`src/shared/mppio_pkg.sv`:
```
// Register map, fields, reset values and state type of the pin ports.
`default_nettype none
package mppio_pkg;
    // Register indices; byte address is four times the index.
    localparam logic [3:0] MPPIO_IDX_C_DATA   = 4'h2;
    localparam logic [3:0] MPPIO_IDX_D_DATA   = 4'h3;
    localparam logic [3:0] MPPIO_IDX_E_DATA   = 4'h4;
    localparam logic [3:0] MPPIO_IDX_F_LEVELS = 4'h5;
    localparam logic [3:0] MPPIO_IDX_G_DATA   = 4'h6;
    // Direction registers reuse data indices in the option map.
    localparam logic [3:0] MPPIO_IDX_C_DIR    = 4'h2;
    localparam logic [3:0] MPPIO_IDX_D_DIR    = 4'h3;
    localparam logic [3:0] MPPIO_IDX_E_DIR    = 4'h4;
    localparam logic [3:0] MPPIO_IDX_G_DIR    = 4'h6;
    // Control registers reachable in both maps.
    localparam logic [3:0] MPPIO_IDX_CONFIG   = 4'h8;
    localparam logic [3:0] MPPIO_IDX_C_PULLUP = 4'h9;
    localparam logic [3:0] MPPIO_IDX_C_OD     = 4'ha;
    localparam logic [3:0] MPPIO_IDX_NIBBLE   = 4'hb;
    // Field positions.
    localparam int MPPIO_CFG_OPTION_MAP_BIT = 0;
    localparam int MPPIO_NIB_G_UPPER_PU_BIT = 0;
    localparam int MPPIO_NIB_G_LOWER_PU_BIT = 1;
    localparam int MPPIO_NIB_G_UPPER_OD_BIT = 2;
    localparam int MPPIO_NIB_G_LOWER_OD_BIT = 3;
    // Reset values.
    localparam logic [7:0] MPPIO_DIR_RESET   = 8'h00;
    localparam logic [7:0] MPPIO_LATCH_RESET = 8'h00;
    localparam logic [7:0] MPPIO_CTL_RESET   = 8'h00;
    localparam logic [3:0] MPPIO_NIB_RESET   = 4'h0;
    // Slots of the output ports in the latch and direction arrays.
    localparam int MPPIO_P_C = 0;
    localparam int MPPIO_P_D = 1;
    localparam int MPPIO_P_E = 2;
    localparam int MPPIO_P_G = 3;
    // Port F slot, synchroniser arrays only.
    localparam int MPPIO_P_F = 4;
    // Whole state of the port block.
    typedef struct packed {
        logic            wr_pend;  // Write data phase is due.
        logic [3:0]      wr_idx;   // Register index of that write.
        logic [7:0]      rdata;    // Read data for the data phase.
        logic            opt_map;  // Option map select.
        logic [3:0][7:0] latch;    // Data latches C, D, E, G.
        logic [3:0][7:0] dir;      // Direction registers C, D, E, G.
        logic [7:0]      c_pu;     // Port C pullup control.
        logic [7:0]      c_od;     // Port C open-drain control.
        logic [3:0]      nib;      // Port G nibble controls.
        logic [4:0][7:0] s1;       // First synchroniser stage.
        logic [4:0][7:0] s2;       // Second stage.
        logic [4:0][7:0] s3;       // Third stage.
        logic [4:0][7:0] filt;     // Accepted pin levels.
    } mppio_state_t;
endpackage
`default_nettype wire

```
`src/mppio_top.sv`:
```
// Pin ports C to G with data latches and direction control (except input-only port F), and peripheral sharing.
//
// Implementation choice: the AHB-Lite register port.
`timescale 1ns/1ps
`default_nettype none
module mppio_top
    import mppio_pkg::*;
(
    input  wire logic        i_sys_clk,
    input  wire logic        i_arst_n,
    // AHB-Lite slave.
    input  wire logic        i_hsel,
    input  wire logic [31:0] i_haddr,
    input  wire logic [1:0]  i_htrans,
    input  wire logic        i_hwrite,
    input  wire logic [2:0]  i_hsize,
    input  wire logic [31:0] i_hwdata,
    input  wire logic        i_hready,
    output logic      [31:0] o_hrdata,
    output logic             o_hreadyout,
    output logic             o_hresp,
    // Pins; the enable is high while the block drives the pin.
    input  wire logic [7:0]  i_pc_in,
    output logic      [7:0]  o_pc_out,
    output logic      [7:0]  o_pc_oe,
    output logic      [7:0]  o_pc_pullup,
    input  wire logic [7:0]  i_pd_in,
    output logic      [7:0]  o_pd_out,
    output logic      [7:0]  o_pd_oe,
    input  wire logic [7:0]  i_pe_in,
    output logic      [7:0]  o_pe_out,
    output logic      [7:0]  o_pe_oe,
    input  wire logic [7:0]  i_pf_in,
    input  wire logic [7:0]  i_pg_in,
    output logic      [7:0]  o_pg_out,
    output logic      [7:0]  o_pg_oe,
    output logic      [7:0]  o_pg_pullup,
    // Timer side.
    input  wire logic        i_timer_event_output_en,
    input  wire logic        i_timer_event_output,
    input  wire logic        i_timer_compare_output,
    output logic             o_timer_event_input,
    output logic             o_timer_capture_input,
    // External interrupt inputs, PC7 in bit 1 and PC6 in bit 0.
    output logic      [1:0]  o_ext_irq_level,
    // First serial interface.
    input  wire logic        i_first_serial_enable,
    input  wire logic        i_first_serial_master_select,
    input  wire logic        i_first_serial_clock,
    input  wire logic        i_first_serial_out,
    output logic             o_first_serial_clock_in,
    output logic             o_first_serial_in,
    // Second serial interface.
    input  wire logic        i_second_serial_enable,
    input  wire logic        i_second_serial_master_select,
    input  wire logic        i_second_serial_clock,
    input  wire logic        i_second_serial_out,
    output logic             o_second_serial_clock_in,
    output logic             o_second_serial_in,
    // PWM channels for PG7..PG4, channel 3 on PG7.
    input  wire logic [3:0]  i_pwm_en,
    input  wire logic [3:0]  i_pwm_level,
    // Option map select, for the rest of the chip.
    output logic             o_option_map_select
);

    mppio_state_t q;        // Registered state.
    mppio_state_t d;        // Next state.

    logic       addr_ok;    // Address lies inside the block window.
    logic       take;       // Address phase accepted this cycle.
    logic [3:0] a_idx;      // Index of the accepted address.
    logic [7:0] rd_val;     // Read value for the accepted address.
    logic [7:0] rd_c;       // Port C read view.
    logic [7:0] rd_g;       // Port G read view.
    logic [7:0] agree;      // Helper for the input filter.

    // Peripheral takeover: pin taken, drive wanted, level.
    logic [7:0] c_own;
    logic [7:0] c_own_out;
    logic [7:0] c_own_val;
    logic [7:0] c_drive;    // Effective output direction.
    logic [7:0] c_val;      // Level offered to the pin.
    logic [7:0] c_odm;      // Effective open-drain mask.
    logic [7:0] g_own;
    logic [7:0] g_own_out;
    logic [7:0] g_own_val;
    logic [7:0] g_drive;
    logic [7:0] g_val;
    logic [7:0] g_odm;
    logic [7:0] g_pum;      // Pullup request per bit, from the nibble bits.

    // Zero-wait slave that always answers OKAY.
    assign o_hreadyout = 1'b1;
    assign o_hresp     = 1'b0;
    assign o_hrdata    = {24'h000000, q.rdata};
    assign o_option_map_select = q.opt_map;

    // The block decodes the low 64 bytes only.
    assign addr_ok = (i_haddr[31:6] == 26'h0000000);
    assign take    = i_hsel & i_hready & i_htrans[1];
    assign a_idx   = i_haddr[5:2];

    // Port C peripheral ownership.
    always_comb begin
        c_own     = 8'h00;
        c_own_out = 8'h00;
        c_own_val = 8'h00;
        // Event output takes PC5 only while enabled.
        c_own[5]     = i_timer_event_output_en;
        c_own_out[5] = 1'b1;
        c_own_val[5] = i_timer_event_output;
        // PC4 and PC3 are never taken over; timer inputs just listen.
        if (i_first_serial_enable) begin
            c_own[2:0]     = 3'b111;
            // Clock drives for a master only.
            c_own_out[2:0] = {i_first_serial_master_select, 1'b1, 1'b0};
            c_own_val[2:0] = {i_first_serial_clock, i_first_serial_out, 1'b0};
        end
    end

    // Port G peripheral ownership.
    always_comb begin
        g_own     = 8'h00;
        g_own_out = 8'h00;
        g_own_val = 8'h00;
        g_own[7:4]     = i_pwm_en;
        g_own_out[7:4] = 4'hf;
        g_own_val[7:4] = i_pwm_level;
        // PG3 as output carries the compare level.
        g_own[3]     = q.dir[MPPIO_P_G][3];
        g_own_out[3] = 1'b1;
        g_own_val[3] = i_timer_compare_output;
        if (i_second_serial_enable) begin
            g_own[2:0]     = 3'b111;
            g_own_out[2:0] = {i_second_serial_master_select, 1'b1, 1'b0};
            g_own_val[2:0] = {i_second_serial_clock, i_second_serial_out, 1'b0};
        end
    end

    // Owned pins follow the peripheral, the rest follow direction and latch.
    // Stored directions stay as written.
    assign c_drive = (c_own & c_own_out) | (~c_own & q.dir[MPPIO_P_C]);
    assign c_val   = (c_own & c_own_val) | (~c_own & q.latch[MPPIO_P_C]);
    assign g_drive = (g_own & g_own_out) | (~g_own & q.dir[MPPIO_P_G]);
    assign g_val   = (g_own & g_own_val) | (~g_own & q.latch[MPPIO_P_G]);

    // PC7/6 are open-drain always, so a latch low can pull the interrupt line.
    assign c_odm = {2'b11, q.c_od[5:0]};
    assign g_odm = {{4{q.nib[MPPIO_NIB_G_UPPER_OD_BIT]}},
                    {4{q.nib[MPPIO_NIB_G_LOWER_OD_BIT]}}};
    assign g_pum = {{4{q.nib[MPPIO_NIB_G_UPPER_PU_BIT]}},
                    {4{q.nib[MPPIO_NIB_G_LOWER_PU_BIT]}}};

    // Open-drain bits release the pin for a high level.
    assign o_pc_out = c_val;
    assign o_pc_oe  = c_drive & ~(c_odm & c_val);
    assign o_pg_out = g_val;
    assign o_pg_oe  = g_drive & ~(g_odm & g_val);

    // Pullups drop on any pin driven low.
    assign o_pc_pullup = q.c_pu & ~(c_drive & ~c_val);
    assign o_pg_pullup = g_pum & ~(g_drive & ~g_val);

    // Ports D and E are plain push-pull ports.
    assign o_pd_out = q.latch[MPPIO_P_D];
    assign o_pd_oe  = q.dir[MPPIO_P_D];
    assign o_pe_out = q.latch[MPPIO_P_E];
    assign o_pe_oe  = q.dir[MPPIO_P_E];

    // Peripheral inputs see filtered pins in any direction.
    assign o_ext_irq_level          = q.filt[MPPIO_P_C][7:6];
    assign o_timer_event_input      = q.filt[MPPIO_P_C][4];
    assign o_timer_capture_input    = q.filt[MPPIO_P_C][3];
    assign o_first_serial_clock_in  = q.filt[MPPIO_P_C][2];
    assign o_first_serial_in        = q.filt[MPPIO_P_C][0];
    assign o_second_serial_clock_in = q.filt[MPPIO_P_G][2];
    assign o_second_serial_in       = q.filt[MPPIO_P_G][0];

    // Next-state logic: pin filters, data-phase writes, address-phase reads.
    always_comb begin
        d     = q;
        agree = 8'h00;
        rd_c  = 8'h00;
        rd_g  = 8'h00;
        rd_val = 8'h00;

        // Pins are asynchronous; a level counts once stages two and three agree.
        d.s1 = {i_pf_in, i_pg_in, i_pe_in, i_pd_in, i_pc_in};
        d.s2 = q.s1;
        d.s3 = q.s2;
        for (int p = 0; p < 5; p++) begin
            agree     = ~(q.s2[p] ^ q.s3[p]);
            d.filt[p] = (agree & q.s3[p]) | (~agree & q.filt[p]);
        end

        // Write data phase; hwdata is valid only now.
        if (q.wr_pend) begin
            if (q.opt_map) begin
                // Option map: low indices are directions.
                case (q.wr_idx)
                    MPPIO_IDX_C_DIR: d.dir[MPPIO_P_C] = i_hwdata[7:0];
                    MPPIO_IDX_D_DIR: d.dir[MPPIO_P_D] = i_hwdata[7:0];
                    MPPIO_IDX_E_DIR: d.dir[MPPIO_P_E] = i_hwdata[7:0];
                    MPPIO_IDX_G_DIR: d.dir[MPPIO_P_G] = i_hwdata[7:0];
                    default: begin
                    end
                endcase
            end else begin
                // Normal map: latches take writes, owned or not.
                case (q.wr_idx)
                    MPPIO_IDX_C_DATA: d.latch[MPPIO_P_C] = i_hwdata[7:0];
                    MPPIO_IDX_D_DATA: d.latch[MPPIO_P_D] = i_hwdata[7:0];
                    MPPIO_IDX_E_DATA: d.latch[MPPIO_P_E] = i_hwdata[7:0];
                    MPPIO_IDX_G_DATA: d.latch[MPPIO_P_G] = i_hwdata[7:0];
                    // Port F has nothing to store.
                    MPPIO_IDX_F_LEVELS: begin
                    end
                    default: begin
                    end
                endcase
            end
            // Control registers answer in both maps.
            case (q.wr_idx)
                MPPIO_IDX_CONFIG: d.opt_map = i_hwdata[MPPIO_CFG_OPTION_MAP_BIT];
                MPPIO_IDX_C_PULLUP: d.c_pu = i_hwdata[7:0];
                MPPIO_IDX_C_OD: d.c_od = i_hwdata[7:0];
                MPPIO_IDX_NIBBLE: d.nib = i_hwdata[3:0];
                default: begin
                end
            endcase
        end

        // Reads use next-state values, so a read after a write sees it.
        // Inputs show the pin, outputs the latch.
        rd_c = (d.dir[MPPIO_P_C] & d.latch[MPPIO_P_C])
             | (~d.dir[MPPIO_P_C] & q.filt[MPPIO_P_C]);
        rd_g = (d.dir[MPPIO_P_G] & d.latch[MPPIO_P_G])
             | (~d.dir[MPPIO_P_G] & q.filt[MPPIO_P_G]);
        // PG3 always reads the pin.
        rd_g[3] = q.filt[MPPIO_P_G][3];

        if (d.opt_map) begin
            case (a_idx)
                MPPIO_IDX_C_DIR: rd_val = d.dir[MPPIO_P_C];
                MPPIO_IDX_D_DIR: rd_val = d.dir[MPPIO_P_D];
                MPPIO_IDX_E_DIR: rd_val = d.dir[MPPIO_P_E];
                MPPIO_IDX_G_DIR: rd_val = d.dir[MPPIO_P_G];
                default:         rd_val = 8'h00;
            endcase
        end else begin
            case (a_idx)
                MPPIO_IDX_C_DATA: rd_val = rd_c;
                MPPIO_IDX_D_DATA: rd_val = (d.dir[MPPIO_P_D] & d.latch[MPPIO_P_D])
                                         | (~d.dir[MPPIO_P_D] & q.filt[MPPIO_P_D]);
                MPPIO_IDX_E_DATA: rd_val = (d.dir[MPPIO_P_E] & d.latch[MPPIO_P_E])
                                         | (~d.dir[MPPIO_P_E] & q.filt[MPPIO_P_E]);
                MPPIO_IDX_F_LEVELS: rd_val = q.filt[MPPIO_P_F];
                MPPIO_IDX_G_DATA: rd_val = rd_g;
                default:          rd_val = 8'h00;
            endcase
        end
        case (a_idx)
            MPPIO_IDX_CONFIG: rd_val = {7'h00, d.opt_map};
            MPPIO_IDX_C_PULLUP: rd_val = d.c_pu;
            MPPIO_IDX_C_OD: rd_val = d.c_od;
            MPPIO_IDX_NIBBLE: rd_val = {4'h0, d.nib};
            default: begin
            end
        endcase
        // Unmapped addresses read zero, no aliasing.
        if (!addr_ok) begin
            rd_val = 8'h00;
        end

        // Address phase: note writes, capture read data.
        d.wr_pend = take & i_hwrite & addr_ok;
        d.wr_idx  = a_idx;
        if (take && !i_hwrite) begin
            d.rdata = rd_val;
        end
    end

    // State register; pins come up as inputs.
    // Latches are undefined at reset; zero serves.
    always_ff @(posedge i_sys_clk or negedge i_arst_n) begin
        if (!i_arst_n) begin
            q.wr_pend <= 1'b0;
            q.wr_idx  <= 4'h0;
            q.rdata   <= 8'h00;
            q.opt_map <= 1'b0;
            q.latch   <= {4{MPPIO_LATCH_RESET}};
            q.dir     <= {4{MPPIO_DIR_RESET}};
            q.c_pu    <= MPPIO_CTL_RESET;
            q.c_od    <= MPPIO_CTL_RESET;
            q.nib     <= MPPIO_NIB_RESET;
            q.s1      <= 40'h0000000000;
            q.s2      <= 40'h0000000000;
            q.s3      <= 40'h0000000000;
            q.filt    <= 40'h0000000000;
        end else begin
            q <= d;
        end
    end

endmodule
`default_nettype wire

```
`config.mk`:
```
export PLATFORM = sky130hd
export DESIGN_NAME = mppio_top
export DESIGN_NICKNAME = d
export VERILOG_FILES = /design/src/shared/mppio_pkg.sv /design/src/mppio_top.sv
export SDC_FILE = /design/constraint.sdc
export NUM_CORES = 1
export LEC_CHECK = 0
export BUFFER_PORTS_ARGS = -buffer_cell sky130_fd_sc_hd__buf_2
export CAP_MARGIN = 20
export CORE_AREA = 4 4 163 165
export DETAILED_ROUTE_END_ITERATION = 10
export DIE_AREA = 0 0 167 169
export GPL_ROUTABILITY_DRIVEN = 0
export HOLD_SLACK_MARGIN = 0.05
export PLACE_DENSITY = 0.7
export SKIP_CTS_REPAIR_TIMING = 1
export SLEW_MARGIN = 25
export SYNTH_ARGS = -nofsm -noshare
export SYNTH_HDL_FRONTEND = slang
export SYNTH_SLANG_ARGS = --single-unit
```
`constraint.sdc`:
```
create_clock -name i_sys_clk -period 2.32 [get_ports i_sys_clk]
set_input_delay 0.116 -clock i_sys_clk [delete_from_list [all_inputs] [get_ports i_sys_clk]]
set_output_delay 0.116 -clock i_sys_clk [all_outputs]
set_load 0.02 [all_outputs]
```
Yosys cells after proc, flatten, opt, wreduce, memory -nomap -nowiden
Cells that the tools add are included.
Widths: inputs -> output; s select.
{"block": "word_totals", "output_inout_bits": 123, "latchBits": 0, "wordCells": 159, "in_bits": 133, "n_memories": 0, "romBits": 0, "mem_bits_rw": 0, "reg_bits": 258}
{"block": "classes", "div": 0, "bitwise_logic": 78, "muxes": 26, "multipliers": 0, "n_reduce_logical": 3, "n_shift": 0, "magnitude_cmp": 0, "n_eq_ne": 17, "add_sub_neg": 0}
{"op": "$and 8x8->8", "n": 32}
{"op": "$not 8->8", "n": 21}
{"op": "$mux 8", "n": 12}
{"op": "$or 8x8->8", "n": 11}
{"op": "$mux 85", "n": 1}
{"op": "$mux 32", "n": 2}
{"op": "$pmux 8 s4", "n": 2}
{"op": "$pmux 8 s5", "n": 1}
{"op": "$xor 8x8->8", "n": 5}
{"op": "$eq 4x4->1 const B", "n": 8}
{"op": "$logic_not 26->1", "n": 1}
{"op": "$eq 4x3->1 const B", "n": 5}
{"op": "$mux 3", "n": 6}
{"op": "$eq 4x2->1 const B", "n": 4}
{"op": "$or 6x8->8", "n": 2}
{"op": "$and 6x6->6", "n": 2}
{"op": "$not 6->8", "n": 1}
{"op": "$and 1x1->1", "n": 4}
{"op": "$mux 4", "n": 1}
{"op": "$logic_and 1x1->1", "n": 1}
{"op": "$logic_not 1->1", "n": 1}
{"op": "$mux 1", "n": 1}

Logic depth before layout (Yosys ltp)
Gate-level depths: netlist of run 1.
{"block": "depth", "depth_word": 11, "ltp_mapped": 10, "mapped_depth_nobuf": 7}

Least setup slack after synthesis of run 1
No wires, ideal clock.
{"block": "synth_timing", "kind": "flip-flop to flip-flop", "start": "reg q[253] in the netlist's numbering", "end": "reg q, in the netlist o_hrdata[3]", "slack_ns": 0.137, "path_buffers": 1, "period_less_slack_ns": 2.183, "required_time_ns": 2.184, "arrival_time_ns": 2.047, "stages_incl_launch_ff": 8, "cell_sequence": "dfrtp_1 buf_6 nor4b_4 nand2_2 mux2i_1 mux2_2 a311oi_1 a22oi_1"}
{"block": "synth_via", "elab_chain_len": 11}
{"element": "start, declared", "line_no": "mppio_top.sv:67", "source": "mppio_state_t q;"}
{"element": "$eq 4x3->1 or $eq 4x2->1 (tied branches)", "line_no": "mppio_top.sv:201, mppio_top.sv:211"}
{"element": "$mux 8", "line_no": "mppio_top.sv:201", "source": "case (q.wr_idx)"}
{"element": "$mux 32", "line_no": "mppio_top.sv:199", "source": "if (q.opt_map) begin"}
{"element": "$mux 85 (*)", "line_no": "mppio_top.sv:198", "source": "if (q.wr_pend) begin"}
{"element": "$not 8->8 (on tied branches)", "line_no": "mppio_top.sv:257, mppio_top.sv:237, mppio_top.sv:255"}
{"element": "$and 8x8->8 (on tied branches)", "line_no": "mppio_top.sv:257, mppio_top.sv:237, mppio_top.sv:255"}
{"element": "$or 8x8->8 (on tied branches)", "line_no": "mppio_top.sv:257, mppio_top.sv:237, mppio_top.sv:255"}
{"element": "$pmux 8 s5", "line_no": "mppio_top.sv:252", "source": "case (a_idx)"}
{"element": "$mux 8", "line_no": "mppio_top.sv:243", "source": "if (d.opt_map) begin"}
{"element": "$pmux 8 s4 (*)", "line_no": "mppio_top.sv:263", "source": "case (a_idx)"}
{"element": "$mux 8 (*)", "line_no": "mppio_top.sv:272", "source": "if (!addr_ok) begin"}
Every way passes the cells marked *; elsewhere a longest branch is shown, timed or not.
A chain may end at the register's enable or synchronous reset.

==> flow_summary_export.csv, run 1 <==
group,metric,value,unit
power_and_ir_drop,p_int,0.00746,W
placed_design,port_buffers,199,
power_and_ir_drop,ir_worst_vdd,475,µV
synthesis,ys_ff_latch,258,
global_route,grt_pass1_wl,48.9,mm
timing,timing.final.crit_share,99.8,%
worst_setup_path,r2r_cells,8,
finish,drive_gt1_share,33.2,%
synthesis,muxShareOfSynthArea,7.09,%
worst_setup_path,critPathKind,"register to register",
floorplanning,rows,58,
detailed_routing,vias_per_cell,5.46,
timing,timing.final.crit_period,2320,ps
synthesis,synth_top_area_share,58.2,%
hold_path,worstHoldStart,"i_hwdata[2]",
job,cap_violations,0,
timing,hold_viol_final,0,
detailed_routing,detail_route.wl_per_cell,20.6,µm
worst_setup_path,rrSetupSlack,4,ps
power_and_ir_drop,leakage,6.54,nW
finish,synthToLayoutAreaGrowth,27.2,%
global_route,overflow,0,
synthesis,synthSimpleGateAreaFrac,11.4,%
floorplanning,fp.dieW,167,µm
timing,setup_viol,0,
power_and_ir_drop,p_seq_share,49.5,%
worst_setup_path,cp-startpoint,"q[253]",
hold_path,hold_path.class,"primary input to register",
synthesis,synth_xor_area_share,0,%
synthesis,synth_top_family_by_area,"compound AO/OA/AOI/OAI gates",
floorplanning,initial_utilization,44.3,%
worst_setup_path,rr_endpoint,"o_hrdata[0]",
worst_setup_path,timing.critical_path.cells,"buf_6 > or4b_4 > o21ai_2 > nand2_1 > o2bb2ai_2 > a221o_1 > a221oi_2 > o31ai_1",
global_route,grt_pass1_vias,8369,
power_and_ir_drop,power_frac_clock,41.7,%
placed_design,dp_hpwl,23.9,mm
timing,tightest_slew,886,ps
timing,rsz0062_at_grt,"yes",
timing,fin_skew,10.3,ps
detailed_routing,ant_nets,0,
hold_path,hold_path_end,"q[214]",
clocking,cts_buffer_depth,3,
run_status,status,"complete, no violations",
floorplanning,die_h,169,µm
power_and_ir_drop,p_comb_share,8.8,%
power_and_ir_drop,p_sw_share,23.7,%
synthesis,ys_types,70,
finish,nets,1366,
detailed_routing,dr.pass1.iters,5,
detailed_routing,via_count,8616,
synthesis,yosysSeqAreaShare,58.2,%
synthesis,syn-cell-area,11100,µm²
power_and_ir_drop,power_density,693,nW/µm²
detailed_routing,drtIter0Drc,726,
worst_setup_path,critical_path.slowest_cell,"or4b_4",
worst_setup_path,r2r_start,"q[253]",
floorplanning,core,25000,µm²
finish,diodes,0,
clocking,path_clk_slew,60,ps
worst_setup_path,cpPeakStageDelay,590,ps
synthesis,synthArstFlopShare,100,%
detailed_routing,routed_wirelength,32.4,mm
clocking,tritoncts,"done",
synthesis,synth_top_cell_by_area,"dfrtp_1",
clocking,cts_made_buffers,27,
global_route,track_usage,22.2,%
power_and_ir_drop,switchingPower,0.00232,W
finish,nFillCells,2127,
detailed_routing,drc_errors,0,
synthesis,synthTopCellsByCount,"dfrtp_1 (258), nand2_1 (97), buf_4 (73)",
synthesis,synthCells,955,
synthesis,synth-edff-count,0,
synthesis,yosysMostFrequentCell,"dfrtp_1",
timing,fin_tns_setup,0,ps
global_route,grt_start_max_net_pins,80,
synthesis,avgSynthCellArea,11.6,µm²
worst_setup_path,arrival,2730,ps
synthesis,synth_fa_ha_area_share,3.61,%
worst_setup_path,startpoint_type,"register",
hold_path,hold_path_depth,3,
floorplanning,die_area,28200,µm²
finish,fin_area,14100,µm²
worst_setup_path,critPathCaptureType,"register",
timing,fmax,432,MHz
synthesis,synth_flop_cell,"dfrtp_1",
clocking,clk_latency,540,ps
placed_design,post_dp_cell_area,12600,µm²
clocking,cts-root-buf,"clkbuf_16",
global_route,antenna_found_initial,0,
worst_setup_path,cp_data_required_time,2730,ps
floorplanning,ioPinCount,256,
clocking,cts_sinks,258,
timing,relSlewSlack,40.8,%
timing,timing.final.max_slew_violations,0,
worst_setup_path,critPathMaxFanout,6,
synthesis,synth-compound-area-share,12.2,%
synthesis,synth_warnings,0,
synthesis,yosys-top-cells-area,"dfrtp_1 (58%), buf_4 (4.9%), mux2_2 (4.9%)",
clocking,h-tree-depth,1,
[layer usage]
metal | part of all wire, % | global-route usage, % | wire length, µm
met3 | 11 | 6.38 | 3520
met1 | 41 | 30.5 | 13200
met5 | 0 | 0.174 | 0
met4 | 4.3 | 8.57 | 1410
met2 | 44 | 33.7 | 14300
[power groups by stage]
stage | sequential, W | clock [W] | combinational (W)
global route | 0.00487 | 0.00436 | 0.000937
global placement | 0.00491 | 0 | 0.000761
floorplan | 0.00488 | 0 | 0.000453
detailed placement | 0.00492 | 0 | 0.000775
CTS | 0.00484 | 0.00417 | 0.000779
finish | 0.00484 | 0.00408 | 0.000861
[worst max-delay path: cells and delay by family (launching register included)]
family | cells | cell delay, ps
AOI/OAI and AO/OA | 5 | 890
and+or+nand+nor | 2 | 680
DFF | 1 | 470
buffers and inverters | 1 | 150
[worst max-delay path by stage]
stage | end | depth (start not counted) | slack, ps
finish | o_hrdata[0] | 8 | 4
floorplan | o_hrdata[3] | 7 | 140
global placement | o_hrdata[0] | 8 | -60
CTS | o_hrdata[4] | 8 | -130
detailed placement | o_hrdata[4] | 8 | -130
global route | o_hrdata[2] | 9 | -70
[kinds of logic (layout without fill, tap and decap cells)]
logic type | count (synthesis) | after routing
AOI/OAI and AO/OA | 202 | 202
adders and majority gates | 40 | 40
buffers and inverters | 141 | 410
DFF | 258 | 258
muxes | 72 | 72
other | 2 | 26
and+or+nand+nor | 240 | 240
[cells in the final DEF, fill, tap and decap left out, types with 12 or more instances in the layout]
master,synthesis,routed
o21ai_0,47,42
mux2_2,48,48
dlygate4sd3_1,0,54
a21boi_0,12,12
buf_2,12,198
clkbuf_16,0,27
nand2b_1,14,14
nand2_1,97,96
a21oi_1,35,35
nor2_1,29,28
maj3_1,40,40
conb_1,2,26
inv_1,26,26
a22oi_1,13,13
nand4_1,12,12
nand3_1,21,20
mux2i_1,22,21
dfrtp_1,258,253
buf_4,73,79
[metrics by stage]
stage | power, W | setup slack (ps) | cells | utilization [%] | hold WS [ps]
6_report | 0.00979 | 3.66 | 1578 | 56.4 | 25.9
5_1_grt | 0.0102 | -71.0 | 1578 | 56.4 | 72.1
4_1_cts | 0.00979 | -129 | 1521 | 53.6 | -405
3_5_place_dp | 0.00569 | -128 | 1477 | 50.3 | 162
3_3_place_gp | 0.00567 | -62.4 | 1477 | 50.3 | 162
2_1_floorplan | 0.00533 | 137 | 979 | - | -180
[final cells by class]
type	instances	area, µm²	area share [%]
well taps	330	413	2.92
multi-input cells	580	4040	28.6
flip-flops and latches	258	6460	45.8
clock inverters	5	53.8	0.381
inverters	26	97.6	0.691
repair buffers	340	2280	16.2
clock buffers	39	771	5.46
No activity file was read; power rests on OpenSTA's default activity.
==> inputs of run 2 (changes only) <==
GPL_TIMING_DRIVEN = 0   (was unset)
REMOVE_ABC_BUFFERS = 1   (was unset)
==> run 2 against run 1 <==
  * The flow now finishes with violations (negative setup slack)
  * Clock skew is 1.8 ps higher
  * Via count is 0.42% lower
  * Non-clock buffer count is 39 lower
  * Critical path type unchanged
  * Largest cell class unchanged
==> flow_summary_export.csv, run 2 (synthesized netlist as in run 1, its figures left out) <==
group,metric,value,unit
timing,hold_viol_final,0,
timing,fin_skew,12.2,ps
global_route,antenna_found_initial,0,
clocking,tritoncts,"done",
global_route,track_usage,21.4,%
placed_design,dp_hpwl,22.0,mm
detailed_routing,vias_per_cell,5.54,
finish,layout_common_cells,"dfrtp_1 (252), buf_2 (198), nand2_1 (93)",
finish,nets,1329,
timing,timing.final.max_slew_violations,0,
worst_setup_path,critical_path.slowest_cell,"or4_4",
detailed_routing,routed_wirelength,33.0,mm
finish,diodes,0,
finish,fin_util,57.0,%
power_and_ir_drop,leakage,6.51,nW
detailed_routing,highest_layer,"met4",
placed_design,post_dp_cell_area,12100,µm²
floorplanning,fp.dieW,167,µm
detailed_routing,wl_met1,12.6,mm
global_route,grt_pass1_vias,7944,
floorplanning,die_h,169,µm
placed_design,port_buffers,199,
detailed_routing,via_count,8580,
floorplanning,core,25000,µm²
clocking,path_clk_slew,60,ps
floorplanning,initial_utilization,44.3,%
power_and_ir_drop,power_density,730,nW/µm²
detailed_routing,wl_met3,4.13,mm
clocking,cts_made_buffers,28,
clocking,cts_sinks,258,
worst_setup_path,timing.critical_path.cells,"buf_6 > inv_4 > or4_4 > a22o_1 > a22oi_2 > o211ai_1 > o31ai_1 > a31oi_1",
floorplanning,die_area,28200,µm²
worst_setup_path,critPathKind,"register to register",
worst_setup_path,path_buf_inv,2,
run_status,violations,"negative setup slack",
finish,fin_area,14300,µm²
timing,worst_slack,-115,ps
floorplanning,ioPinCount,256,
run_status,status,"complete, but fails checks",
power_and_ir_drop,ir_worst_vdd,547,µV
timing,timing.final.crit_period,2430,ps
hold_path,hold_path.class,"primary input to register",
placed_design,placed_cells,1400,
timing,relSlewSlack,30.3,%
detailed_routing,detail_route.wl_per_cell,21.3,µm
finish,layout_commonest_cell,"dfrtp_1",
worst_setup_path,startpoint_type,"register",
finish,instances_no_fill,1548,
clocking,h-tree-depth,1,
global_route,overflow,0,
global_route,grt_pass1_wl,47.1,mm
timing,tightest_slew,1040,ps
worst_setup_path,cpPeakStageDelay,610,ps
detailed_routing,drc_errors,0,
timing,setup_viol,7,
worst_setup_path,cp_top_family,"compound AO/OA/AOI/OAI gates",
clocking,cts-root-buf,"clkbuf_16",
detailed_routing,ant_nets,0,
worst_setup_path,arrival,2840,ps
detailed_routing,wl_met2,15.1,mm
timing,rsz0062_at_grt,"yes",
worst_setup_path,cp_data_required_time,2720,ps
worst_setup_path,critPathCaptureType,"register",
floorplanning,rows,58,
global_route,grt_start_max_net_pins,85,
worst_setup_path,path_depth,8,
detailed_routing,dr.pass1.iters,5,
job,cap_violations,0,
hold_path,hold_path_depth,3,
worst_setup_path,critPathMaxFanout,6,
finish,synthToLayoutAreaGrowth,28.5,%
finish,drive_gt1_share,33.3,%
timing,timing.final.crit_share,105,%
clocking,cts_buffer_depth,3,
timing,fmax,411,MHz
detailed_routing,drtIter0Drc,763,
clocking,clk_latency,550,ps
worst_setup_path,r2r_cells,8,
==> run 2: stage by stage <==
step / total power, W / setup WS [ps] / TNS (ps) / hold slack (ps)
final: 0.0104 / -115 / -389 / 26.4
after detailed placement: 0.00566 / -1120 / -15320 / -8.98
after CTS: 0.0103 / -1160 / -15810 / -581
after global placement: 0.00561 / -3470 / -934470 / 223
after global routing: 0.0108 / -149 / -823 / 74.5
after floorplan: 0.00523 / -235 / -949 / -180
==> run 2: worst register-to-register path, cell delays in order (launching register included) <==
cell and delay [ps]:
dfrtp_2 480, buf_6 170, inv_4 50, or4_4 610, a22o_1 260, a22oi_2 140
o211ai_1 110, o31ai_1 350, a31oi_1 130
==> run 2: routing by layer <==
layer / track usage, % / up-vias
met5: 0 / -
met4: 8.22 / 0
met3: 7.12 / 96
met2: 33.5 / 544
met1: 27.8 / 4123
li1: - / 3817
==> run 2: worst paths after layout <==
kind | startpoint | endpoint | slack [ps]
max reg2reg | q[253] | o_hrdata[1] | -110
min in group asynchronous | i_arst_n | d[116] | 500
min reg2reg | d[101] | d[61] | 340
max in group asynchronous | i_arst_n | q[257] | 510
max | q[253] | o_hrdata[1] | -110
min | i_hwdata[1] | q[181] | 30
==> run 2: area by class of cell <==
type | count | area, µm²
fillers | 2072 | 10800
flip-flops and latches | 258 | 6470
multi-input cells | 581 | 4260
repair buffers | 301 | 2030
clock buffers | 41 | 851
well taps | 330 | 413
clock inverters | 11 | 141
inverters | 26 | 100
==> run 2: power by group <==
group | internal, W | total [W] | switching [W]
registers | 0.00471 | 0.00485 | 0.000143
clock network | 0.00287 | 0.00469 | 0.00182
logic | 0.000379 | 0.000884 | 0.000505
total | 0.00796 | 0.0104 | 0.00246
==> inputs of run 3 (changes only) <==
GPL_TIMING_DRIVEN = unset   (was 0)
==> run 3 against run 2 <==
  * The flow now finishes without violations
  * Total power shrank 3.8%
  * Global-route usage grew 0.96 points
  * Routed wire length grew 0.78%
  * Die area is the same
  * Fmax grew 6.0%
  * Non-clock buffer count grew 50
  * Sequential share of layout area shrank 0.16 points
  * First-iteration DRC count shrank 2.6%
  * Clock-buffer cell count shrank 3
  * Critical path depth shrank 1
  * Sequential cell count is the same
==> flow_summary_export.csv, run 3 (synthesized netlist as in run 1, its figures left out) <==
group,metric,value,unit
run_status,status,"complete, no violations",
worst_setup_path,r2r_start,"q[255]",
floorplanning,die_h,169,µm
timing,rsz0062_at_grt,"yes",
detailed_routing,drtIter0Drc,743,
job,cap_violations,0,
power_and_ir_drop,p_comb_share,8.7,%
global_route,grt_start_max_net_pins,84,
worst_setup_path,startpoint_type,"register",
power_and_ir_drop,p_sw_share,23.9,%
detailed_routing,dr.pass1.iters,5,
power_and_ir_drop,power_density,700,nW/µm²
power_and_ir_drop,power_frac_clock,42.9,%
clocking,tritoncts,"done",
finish,multi_input_area,4080,µm²
clocking,h-tree-depth,1,
finish,diodes,0,
timing,worst_slack,23.4,ps
clocking,cts_sinks,258,
finish,drive_gt1_share,34.9,%
timing,timing.final.crit_period,2300,ps
worst_setup_path,critPathKind,"register to register",
timing,fin_skew,9.14,ps
clocking,cts_made_buffers,27,
finish,seq_area,6460,µm²
timing,setup_viol,0,
detailed_routing,ant_nets,0,
timing,fmax,435,MHz
clocking,clk_latency,530,ps
power_and_ir_drop,p_int,0.00762,W
detailed_routing,routed_wirelength,33.3,mm
global_route,antenna_found_initial,0,
clocking,cts-root-buf,"clkbuf_16",
floorplanning,ioPinCount,256,
finish,nFillCells,2102,
worst_setup_path,critPathCaptureType,"register",
worst_setup_path,cp_top_family,"compound AO/OA/AOI/OAI gates",
finish,layout_commonest_cell,"dfrtp_1",
clocking,cts_buffer_depth,3,
worst_setup_path,cp_data_required_time,2730,ps
global_route,track_usage,22.4,%
timing,tightest_slew,909,ps
worst_setup_path,cpPeakStageDelay,630,ps
timing,hold-worst-slack,54.5,ps
detailed_routing,vias_per_cell,5.50,
placed_design,place_ws,-65.3,ps
finish,nets,1377,
power_and_ir_drop,switchingPower,0.00240,W
detailed_routing,detail_route.wl_per_cell,20.9,µm
finish,layout_common_cells,"dfrtp_1 (253), buf_2 (198), nand2_1 (95)",
worst_setup_path,timing.critical_path.cells,"or4b_4 > o21ai_2 > nand2_1 > o2bb2ai_1 > a221o_1 > a221oi_2 > o31ai_1",
global_route,grt_pass1_wl,49.6,mm
floorplanning,initial_utilization,44.3,%
power_and_ir_drop,p_seq_share,48.4,%
worst_setup_path,critPathMaxFanout,11,
global_route,grt_pass1_vias,8703,
placed_design,port_buffers,199,
timing,relSlewSlack,39.3,%
worst_setup_path,arrival,2710,ps
worst_setup_path,cp-startpoint,"q[255]",
floorplanning,fp.dieW,167,µm
clocking,path_clk_slew,60,ps
hold_path,worstHoldStart,"i_hwdata[2]",
finish,synthToLayoutAreaGrowth,28.9,%
placed_design,dp_hpwl,23.9,mm
power_and_ir_drop,ir_worst_vdd,696,µV
timing,timing.final.crit_share,99.0,%
floorplanning,core,25000,µm²
floorplanning,rows,58,
detailed_routing,via_count,8768,
floorplanning,die_area,28200,µm²
timing,timing.final.max_slew_violations,0,
timing,hold_viol_final,0,
worst_setup_path,critical_path.slowest_cell,"or4b_4",
global_route,overflow,0,
hold_path,hold_path.class,"primary input to register",
worst_setup_path,path_buf_inv,0,
detailed_routing,drc_errors,0,
power_and_ir_drop,leakage,6.64,nW
==> run 3: worst paths after layout <==
check                                   end  slack, ps  cells after the start
worst max-delay path            o_hrdata[0]         20                      7
worst max register to register  o_hrdata[0]         20                      7
worst min-delay path                 q[182]         50                      3
min in group asynchronous             d[86]        160                      2
worst min register to register        d[69]        350                      0
max in group asynchronous             d[98]       1360                      3
==> run 3: final cells by class <==
cell class,instances,area share (%)
Clock buffer,38,5.36
Inverter,26,0.682
Timing Repair Buffer,351,16.5
Sequential cell,258,45.2
Tap cell,330,2.89
Clock inverter,12,0.918
Multi-Input combinational cell,580,28.5
==> run 3: worst register-to-register path: stages, from the launching register on <==
cell	delay [ps]
dfrtp_2	500
or4b_4	640
o21ai_2	160
nand2_1	80
o2bb2ai_1	130
a221o_1	290
a221oi_2	280
o31ai_1	100
==> run 3: power by group through the flow <==
stage / clock network [W] / registers, W / logic, W
2_1_floorplan: 0 / 0.00492 / 0.000307
3_3_place_gp: 0 / 0.00492 / 0.000756
3_5_place_dp: 0 / 0.00492 / 0.000770
4_1_cts: 0.00438 / 0.00484 / 0.000774
5_1_grt: 0.00458 / 0.00487 / 0.000950
6_report: 0.00430 / 0.00485 / 0.000874
==> run 3: layer usage <==
layer	vias to the layer above	GRT usage, %	part of all wire [%]
met2	491	36.6	46
met5	-	0	0
li1	3898	-	-
met3	114	5.77	9.9
met1	4265	29.4	40
met4	0	7.26	3.8
==> run 3: through the flow <==
step | area [µm²] | power [W] | TNS, ps | util [%] | cells
final | 14300 | 0.0100 | 0 | 57.2 | 1595
after global routing | 14300 | 0.0104 | -199 | 57.2 | 1595
after CTS | 13500 | 0.0100 | -338 | 54.0 | 1532
after detailed placement | 12600 | 0.00569 | -204 | 50.4 | 1482
after global placement | 12600 | 0.00567 | -43.0 | 50.4 | 1482
after floorplan | 10500 | 0.00523 | -949 | - | 864
